[src/verilog/cuc_defs.svh]
// register offsets, field positions, reset values and command codes
// assumes 6-bit register addresses and 10-bit nonvolatile word addresses
`ifndef CUC_DEFS_SVH
`define CUC_DEFS_SVH

// ----------------------------------------------------------------
// register offsets
// ----------------------------------------------------------------
`define CUC_ADDR_TEMP_RATIO 6'h29
`define CUC_ADDR_ALARM_CFG 6'h2A
`define CUC_ADDR_RUN 6'h2F
`define CUC_ADDR_LOCK 6'h30
`define CUC_ADDR_TAG_LO 6'h31
`define CUC_ADDR_TAG_HI 6'h32
`define CUC_ADDR_CMD 6'h36
`define CUC_ADDR_TRIM_LO 6'h3E
`define CUC_ADDR_TRIM_HI 6'h3F

// ----------------------------------------------------------------
// field positions
// ----------------------------------------------------------------
`define CUC_ALARM_B_BIT 6
`define CUC_ALARM_A_BIT 4
`define CUC_HANDSHAKE_BIT 3
`define CUC_SPEED_BIT 2
`define CUC_MED_R_BIT 1
`define CUC_MED_C_BIT 0
`define CUC_RUN_BIT 0
`define CUC_LOCK_W 4

// ----------------------------------------------------------------
// reset values and command codes
// ----------------------------------------------------------------
`define CUC_RST_BYTE 8'h00
`define CUC_CMD_STORE 8'h2D
`define CUC_CMD_RECALL 8'h59
`define CUC_CMD_ERASE 8'hB8

// ----------------------------------------------------------------
// nonvolatile lock range limits (word addresses)
// ----------------------------------------------------------------
`define CUC_LOCK0_END 10'h2BF
`define CUC_LOCK1_END 10'h33F
`define CUC_LOCK2_END 10'h3BF
`define CUC_LOCK3_END 10'h3EF
`define CUC_LOCK3_TOP 10'h3FE

`endif

[src/verilog/cuc_pkg.sv]
// types shared by the upper configuration block
// assumes the address widths of cuc_defs.svh
package cuc_pkg;

    // ----------------------------------------------------------------
    // serial port register access, one access per strobe
    // ----------------------------------------------------------------
    typedef struct packed {
        logic wr;
        logic rd;
        logic [5:0] addr;
        logic [7:0] wdata;
    } cuc_reg_req_t;

    // ----------------------------------------------------------------
    // nonvolatile access check request
    // ----------------------------------------------------------------
    typedef struct packed {
        logic req;
        logic [9:0] addr;
    } cuc_nvm_acc_t;

    // ----------------------------------------------------------------
    // enabled nonvolatile operation
    // ----------------------------------------------------------------
    typedef enum logic [1:0] {
        cuc_op_none,
        cuc_op_store,
        cuc_op_recall,
        cuc_op_erase
    } cuc_nvm_op_t;

endpackage : cuc_pkg

[src/verilog/cuc_result_hold.sv]
// one result word holder with optional read handshake
// assumes loads and reads are one-cycle pulses on i_clk
module cuc_result_hold #(
    parameter int W = 32
) (
    input wire logic i_clk,
    input wire logic i_rst_n,
    input wire logic i_load,
    input wire logic [W-1:0] i_data,
    input wire logic i_read,
    input wire logic i_handshake,
    output logic [W-1:0] o_word,
    output logic o_unread
);

    // ----------------------------------------------------------------
    // acceptance and unread flag
    // ----------------------------------------------------------------
    // with handshake on, a held unread value blocks new loads
    wire accept = i_load && (!i_handshake || !o_unread);
    // a new value wins over a read in the same cycle
    wire next_unread = accept ? 1'h1 : (i_read ? 1'h0 : o_unread);

    // word and flag
    always_ff @(posedge i_clk or negedge i_rst_n) begin
        if (!i_rst_n) begin
            o_word <= '0;
            o_unread <= 1'h0;
        end else begin
            if (accept) begin
                o_word <= i_data;
            end
            o_unread <= next_unread;
        end
    end
endmodule : cuc_result_hold

[src/verilog/cuc_cfg_regs.sv]
// upper configuration registers, run switch and nonvolatile control
// assumes one register access per strobe from the serial port logic
`include "cuc_defs.svh"

module cuc_cfg_regs
    import cuc_pkg::*;
#(
    parameter int RES_W = 32,
    parameter int RES_N = 8,
    parameter logic [7:0] TRIM_LO_INIT = 8'h00,
    parameter logic [7:0] TRIM_HI_INIT = 8'h00
) (
    input wire logic i_clk,
    input wire logic i_rst_n,
    input wire cuc_reg_req_t i_reg,
    output logic [7:0] o_rdata,
    output logic o_rvalid,
    input wire logic i_fw_linearize,
    input wire logic i_alarm_z,
    input wire logic i_alarm_theta,
    output logic o_alarm_pin_a,
    output logic o_alarm_pin_b,
    output logic [7:0] o_temp_ratio_sel,
    output logic o_median_r_en,
    output logic o_median_c_en,
    output logic o_run,
    input wire logic [RES_N-1:0] i_res_load,
    input wire logic [RES_W-1:0] i_res_data,
    input wire logic [RES_N-1:0] i_res_read,
    output logic [RES_N*RES_W-1:0] o_res_words,
    output logic [RES_N-1:0] o_res_unread,
    input wire cuc_nvm_acc_t i_nvm,
    output logic o_nvm_grant,
    output logic o_nvm_blocked,
    output cuc_nvm_op_t o_nvm_op,
    input wire logic i_erase_done
);

    // ----------------------------------------------------------------
    // storage
    // ----------------------------------------------------------------
    logic [7:0] alarm_cfg;
    logic [`CUC_LOCK_W-1:0] lock;
    logic [7:0] tag_lo;
    logic [7:0] tag_hi;
    logic [7:0] cmd;
    logic [7:0] trim_lo;
    logic [7:0] trim_hi;

    // ----------------------------------------------------------------
    // write decode
    // ----------------------------------------------------------------
    wire access = i_reg.wr || i_reg.rd;
    wire wr_temp = i_reg.wr && (i_reg.addr == `CUC_ADDR_TEMP_RATIO);
    wire wr_alarm = i_reg.wr && (i_reg.addr == `CUC_ADDR_ALARM_CFG);
    wire wr_run = i_reg.wr && (i_reg.addr == `CUC_ADDR_RUN);
    wire wr_lock = i_reg.wr && (i_reg.addr == `CUC_ADDR_LOCK);
    wire wr_tag_lo = i_reg.wr && (i_reg.addr == `CUC_ADDR_TAG_LO);
    wire wr_tag_hi = i_reg.wr && (i_reg.addr == `CUC_ADDR_TAG_HI);
    wire wr_cmd = i_reg.wr && (i_reg.addr == `CUC_ADDR_CMD);
    wire wr_trim_lo = i_reg.wr && (i_reg.addr == `CUC_ADDR_TRIM_LO);
    wire wr_trim_hi = i_reg.wr && (i_reg.addr == `CUC_ADDR_TRIM_HI);

    // ----------------------------------------------------------------
    // serial tag bytes
    // ----------------------------------------------------------------
    // writable only while zero, cleared by a finished erase
    wire tag_lo_ok = wr_tag_lo && (tag_lo == `CUC_RST_BYTE);
    wire tag_hi_ok = wr_tag_hi && (tag_hi == `CUC_RST_BYTE);
    wire [7:0] next_tag_lo = tag_lo_ok ? i_reg.wdata : (i_erase_done ? `CUC_RST_BYTE : tag_lo);
    wire [7:0] next_tag_hi = tag_hi_ok ? i_reg.wdata : (i_erase_done ? `CUC_RST_BYTE : tag_hi);

    // ----------------------------------------------------------------
    // memory command
    // ----------------------------------------------------------------
    // a new write takes the code; any other access clears it
    wire [7:0] next_cmd = wr_cmd ? i_reg.wdata : (access ? `CUC_RST_BYTE : cmd);
    // only the three known codes map to an operation
    wire cuc_nvm_op_t next_op = (next_cmd == `CUC_CMD_STORE) ? cuc_op_store :
        (next_cmd == `CUC_CMD_RECALL) ? cuc_op_recall :
        (next_cmd == `CUC_CMD_ERASE) ? cuc_op_erase : cuc_op_none;

    // ----------------------------------------------------------------
    // nonvolatile range lock
    // ----------------------------------------------------------------
    wire [9:0] na = i_nvm.addr;
    wire in_r0 = (na <= `CUC_LOCK0_END);
    wire in_r1 = (na > `CUC_LOCK0_END) && (na <= `CUC_LOCK1_END);
    wire in_r2 = (na > `CUC_LOCK1_END) && (na <= `CUC_LOCK2_END);
    wire in_r3 = ((na > `CUC_LOCK2_END) && (na <= `CUC_LOCK3_END)) || (na >= `CUC_LOCK3_TOP);
    wire lock_hit = (lock[0] && in_r0) || (lock[1] && in_r1) || (lock[2] && in_r2) || (lock[3] && in_r3);

    // ----------------------------------------------------------------
    // alarm sources and filter enables
    // ----------------------------------------------------------------
    // select 0 picks Z, 1 picks Theta; linearising firmware only
    wire next_alarm_a = i_fw_linearize && (alarm_cfg[`CUC_ALARM_A_BIT] ? i_alarm_theta : i_alarm_z);
    wire next_alarm_b = i_fw_linearize && (alarm_cfg[`CUC_ALARM_B_BIT] ? i_alarm_theta : i_alarm_z);
    wire next_med_r = i_fw_linearize && alarm_cfg[`CUC_MED_R_BIT];
    wire next_med_c = i_fw_linearize && alarm_cfg[`CUC_MED_C_BIT];

    // ----------------------------------------------------------------
    // read mux
    // ----------------------------------------------------------------
    wire [7:0] rd_mux = (i_reg.addr == `CUC_ADDR_TEMP_RATIO) ? o_temp_ratio_sel :
        (i_reg.addr == `CUC_ADDR_ALARM_CFG) ? alarm_cfg :
        (i_reg.addr == `CUC_ADDR_RUN) ? {7'h00, o_run} :
        (i_reg.addr == `CUC_ADDR_LOCK) ? {4'h0, lock} :
        (i_reg.addr == `CUC_ADDR_TAG_LO) ? tag_lo :
        (i_reg.addr == `CUC_ADDR_TAG_HI) ? tag_hi :
        (i_reg.addr == `CUC_ADDR_CMD) ? cmd :
        (i_reg.addr == `CUC_ADDR_TRIM_LO) ? trim_lo :
        (i_reg.addr == `CUC_ADDR_TRIM_HI) ? trim_hi : 8'h00;

    // ----------------------------------------------------------------
    // software-written registers
    // ----------------------------------------------------------------
    always_ff @(posedge i_clk or negedge i_rst_n) begin
        if (!i_rst_n) begin
            o_temp_ratio_sel <= `CUC_RST_BYTE;
            alarm_cfg <= `CUC_RST_BYTE;
            o_run <= 1'h0;
            lock <= '0;
            trim_lo <= TRIM_LO_INIT;
            trim_hi <= TRIM_HI_INIT;
        end else begin
            if (wr_temp) o_temp_ratio_sel <= i_reg.wdata;
            if (wr_alarm) alarm_cfg <= i_reg.wdata;
            if (wr_run) o_run <= i_reg.wdata[`CUC_RUN_BIT];
            if (wr_lock) lock <= i_reg.wdata[`CUC_LOCK_W-1:0];
            if (wr_trim_lo) trim_lo <= i_reg.wdata;
            if (wr_trim_hi) trim_hi <= i_reg.wdata;
        end
    end

    // tag, command and operation state
    always_ff @(posedge i_clk or negedge i_rst_n) begin
        if (!i_rst_n) begin
            tag_lo <= `CUC_RST_BYTE;
            tag_hi <= `CUC_RST_BYTE;
            cmd <= `CUC_RST_BYTE;
            o_nvm_op <= cuc_op_none;
        end else begin
            tag_lo <= next_tag_lo;
            tag_hi <= next_tag_hi;
            cmd <= next_cmd;
            o_nvm_op <= next_op;
        end
    end

    // registered outputs: read data, lock verdict, alarms, filters
    always_ff @(posedge i_clk or negedge i_rst_n) begin
        if (!i_rst_n) begin
            o_rdata <= 8'h00;
            o_rvalid <= 1'h0;
            o_nvm_grant <= 1'h0;
            o_nvm_blocked <= 1'h0;
            o_alarm_pin_a <= 1'h0;
            o_alarm_pin_b <= 1'h0;
            o_median_r_en <= 1'h0;
            o_median_c_en <= 1'h0;
        end else begin
            o_rdata <= i_reg.rd ? rd_mux : 8'h00;
            o_rvalid <= i_reg.rd;
            o_nvm_grant <= i_nvm.req && !lock_hit;
            o_nvm_blocked <= i_nvm.req && lock_hit;
            o_alarm_pin_a <= next_alarm_a;
            o_alarm_pin_b <= next_alarm_b;
            o_median_r_en <= next_med_r;
            o_median_c_en <= next_med_c;
        end
    end

    // ----------------------------------------------------------------
    // result holders
    // ----------------------------------------------------------------
    // while idle (run bit off), no result is updated
    genvar k;
    generate
        for (k = 0; k < RES_N; k++) begin : g_res
            cuc_result_hold #(.W(RES_W)) u_hold (
                .i_clk(i_clk),
                .i_rst_n(i_rst_n),
                .i_load(i_res_load[k] && o_run),
                .i_data(i_res_data),
                .i_read(i_res_read[k]),
                .i_handshake(alarm_cfg[`CUC_HANDSHAKE_BIT]),
                .o_word(o_res_words[k*RES_W +: RES_W]),
                .o_unread(o_res_unread[k])
            );
        end
    endgenerate
endmodule : cuc_cfg_regs

[config.mk]
export PLATFORM = sky130hd
export DESIGN_NAME = cuc_cfg_regs
export DESIGN_NICKNAME = d
export VERILOG_FILES = /design/src/verilog/cuc_pkg.sv /design/src/verilog/cuc_result_hold.sv /design/src/verilog/cuc_cfg_regs.sv
export VERILOG_INCLUDE_DIRS = /design/src /design/src/verilog
export SDC_FILE = /design/constraint.sdc
export NUM_CORES = 1
export LEC_CHECK = 0
export BUFFER_PORTS_ARGS = -buffer_cell sky130_fd_sc_hd__buf_2
export CAP_MARGIN = 20
export CORE_ASPECT_RATIO = 0.5
export CORE_MARGIN = 3
export CORE_UTILIZATION = 45
export DETAILED_ROUTE_END_ITERATION = 12
export GPL_ROUTABILITY_DRIVEN = 0
export PLACE_DENSITY = 0.76
export SLEW_MARGIN = 30
export SYNTH_ARGS = -nofsm -noshare
export SYNTH_HDL_FRONTEND = slang
export SYNTH_SLANG_ARGS = --single-unit
[constraint.sdc]
create_clock -name i_clk -period 3.9 [get_ports i_clk]
set_clock_uncertainty 0.1 [all_clocks]
set_input_delay 0.78 -clock i_clk [delete_from_list [all_inputs] [get_ports i_clk]]
set_output_delay 0.78 -clock i_clk [all_outputs]
set_load 0.05 [all_outputs]
==> results.yml <==
floorplan:
  die-height_um: 129
  fp.dieArea_um2: 32400
  rows: 44
  core_area_um2: 29300
  start_util: 0.463
  ios: 371
  die-width_um: 252
logic_synthesis:
  yosys.area.top_type_share: 0.630
  ys_warn_count: 0
  synth.distinct_cells: 51
  yosys.area_share.xor_xnor: 0.00129
  synth_largest_area_cell: "dfrtp_1"
  synth_area_um2: 13600
  synth-simple-area-share: 0.0481
  synthTopCellsByArea: "dfrtp_1 (63%), mux2_2 (24%), o21ai_0 (1.3%)"
  ys_ff_latch: 342
  synth.most_common_cell: "dfrtp_1"
  synth_adder_area_share: 0
  yosys-mux-area-fraction: 0.247
  yosysSeqAreaShare: 0.630
  avgSynthCellArea_um2: 14.5
  synth_top_family_by_area: "multiplexers"
  synth_compound_area_frac: 0.0475
  synth_common_cells: "dfrtp_1 (342), mux2_2 (294), nand2_1 (39)"
  async_flop_share: 1.00
  syn_nets: 1017
  synthCells: 936
  synth_edf_count: 0
  ys.flop_type: "dfrtp_1"
grt:
  antenna_found_initial: 1
  grt-ovfl-total: 0
  globalRouteTotalUtil: 0.222
  grt_max_degree: 101
  grt_pass1_wl_um: 55900
  grt_pass1_vias: 9526
drt:
  post_drt_wl_per_cell_um: 21.8
  routed_via_density: 5.43
  vias: 9310
  drtIter0Drc: 614
  drcViolationCount: 0
  ant_nets: 0
  drtPass1Iterations: 5
  drt-total-wl_um: 37400
cells_and_area:
  drive_gt1_frac: 0.565
  synthToLayoutAreaGrowth_pct: 25.3
  nNetsFinal: 1381
  final.fill_count: 2333
  postLayoutCellArea_um2: 17000
  final_cells: 1716
sta:
  drv_slew: 0
  slew-limit-headroom: 0.413
  period_share: 0.663
  setup_viol: 0
  period_needed_ns: 2.59
  tightestPinTransition_ns: 0.880
  clock.fmax_mhz: 387
  setup_tns_ns: 0
  hold_viol_final: 0
  rsz0062_at_grt: "false"
critical_path:
  critPathCaptureType: "register"
  arrival_ns: 2.93
  path_class: "reg -> reg"
  startpoint_type: "register"
  rr_worst_depth: 3
  cp.required_ns: 4.24
  cp_max_fo: 21
min_path:
  hold_class: "in -> async"
clock_tree:
  cts_tree: "yes"
  clock_latency_ns: 0.58
  cts_buffers: 30
  hold_buffers: 0
  ctsRootBufferMaster: "clkbuf_16"
  cts_max_level: 1
  clock_sink_count: 342
  postCtsResizedCells: 0
  cts.path.max_buffers: 3
  clk_pin_slew_ns: 0.07
  cts_setup_buffers: 0
power_and_ir_drop:
  p_leak_uw: 0.00824
  vdd_drop_max_v: 0.000706
  cellPowerDensity_nw_per_um2: 985
  finalPower_uw: 16800
placement:
  port_buffers: 369
  hpwlAfterDp_um: 25700
  dpl-instance-area_um2: 15900
  dp.cells: 1659
run:
  cap_violations: 0
outcome:
  status: "complete, no violations"
through the flow:
step	hold WS, ns	worst slack, ns	utilization
floorplan	0.370	1.58	-
global placement	0.383	1.16	0.541
detailed placement	0.387	1.14	0.541
CTS	0.157	1.32	0.580
global route	0.186	1.21	0.580
finish	0.114	1.31	0.580
placed cells by master, fill, tap and decap left out, types with 4 or more instances in the layout:
| cell type | count |
|---|---|
| buf_4 | 10 |
| buf_2 | 368 |
| and4b_1 | 4 |
| and3_1 | 4 |
| clkinv_2 | 5 |
| nand3b_1 | 4 |
| o21ai_0 | 34 |
| mux2i_1 | 5 |
| a21oi_1 | 12 |
| nand2b_1 | 11 |
| a22oi_1 | 6 |
| bufinv_16 | 8 |
| clkbuf_1 | 4 |
| inv_1 | 29 |
| mux2_2 | 294 |
| nor2b_1 | 6 |
| clkbuf_16 | 31 |
| nor3_1 | 4 |
| nand2_1 | 39 |
| nand3_1 | 9 |
| dfrtp_1 | 342 |
| nand3_2 | 7 |
| a22o_1 | 7 |
| nor2_1 | 10 |
| clkbuf_8 | 5 |
| and2_1 | 9 |
final cells by class:
class	instances	area (µm²)	area share
clock inverters	16	288	0.0169
multi-input cells	514	4720	0.277
repair buffers	382	1990	0.117
inverters	30	113	0.00661
clock buffers	40	860	0.0505
well taps	391	489	0.0287
flip-flops and latches	342	8560	0.503
diodes	1	2.50	0.000147
cell families after synthesis:
kind of cell / count (synthesis)
buffers and inverters: 80
AOI/OAI and AO/OA: 93
muxes: 299
xor gates and xnor gates: 2
and+or+nand+nor: 120
DFF: 342
final timing paths:
kind	from	end	slack, ns
setup / recovery	o_run	g_res[1].u_hold.o_word[25]	1.31
hold / removal	i_rst_n	g_res[4].u_hold.o_word[5]	0.11
setup reg to reg	o_run	g_res[1].u_hold.o_word[25]	1.31
hold reg to reg	g_res[2].u_hold.o_word[26]	g_res[2].u_hold.o_word[26]	0.40
max in group asynchronous	i_rst_n	g_res[5].u_hold.o_word[23]	2.52
min in group i_clk	i_res_read[7]	g_res[7].u_hold.o_unread	0.28
flip-flops by register name, summed over array words and instances, names as in the netlist, 2 cells and up:
signal                 count
o_temp_ratio_sel           8
g_res.u_hold.o_word      256
o_rdata                    8
lock                       4
trim_lo                    8
tag_hi                     8
alarm_cfg                  8
trim_hi                    8
cmd                        8
tag_lo                     8
g_res.u_hold.o_unread      8
o_nvm_op                   2
routing by layer:
metal / vias up / global-route usage / part of all wire
li1: 4054 / - / -
met1: 4868 / 0.267 / 0.38
met2: 287 / 0.407 / 0.54
met3: 101 / 0.0351 / 0.041
met4: 0 / 0.0882 / 0.037
met5: - / 0 / 0
worst max-delay path, cell delays in order, from the launching register on:
cell and delay [ns]:
dfrtp_1 0.70, nand3_2 0.81, buf_4 0.51, mux2_2 0.31
report_power, final:
part | switching, µW | total (µW) | internal (µW)
Combinational | 5950 | 7850 | 1900
Clock | 1320 | 3400 | 2080
Sequential | 667 | 5520 | 4850
Total | 7940 | 16800 | 8830
Power figures use the tool's default switching activity.
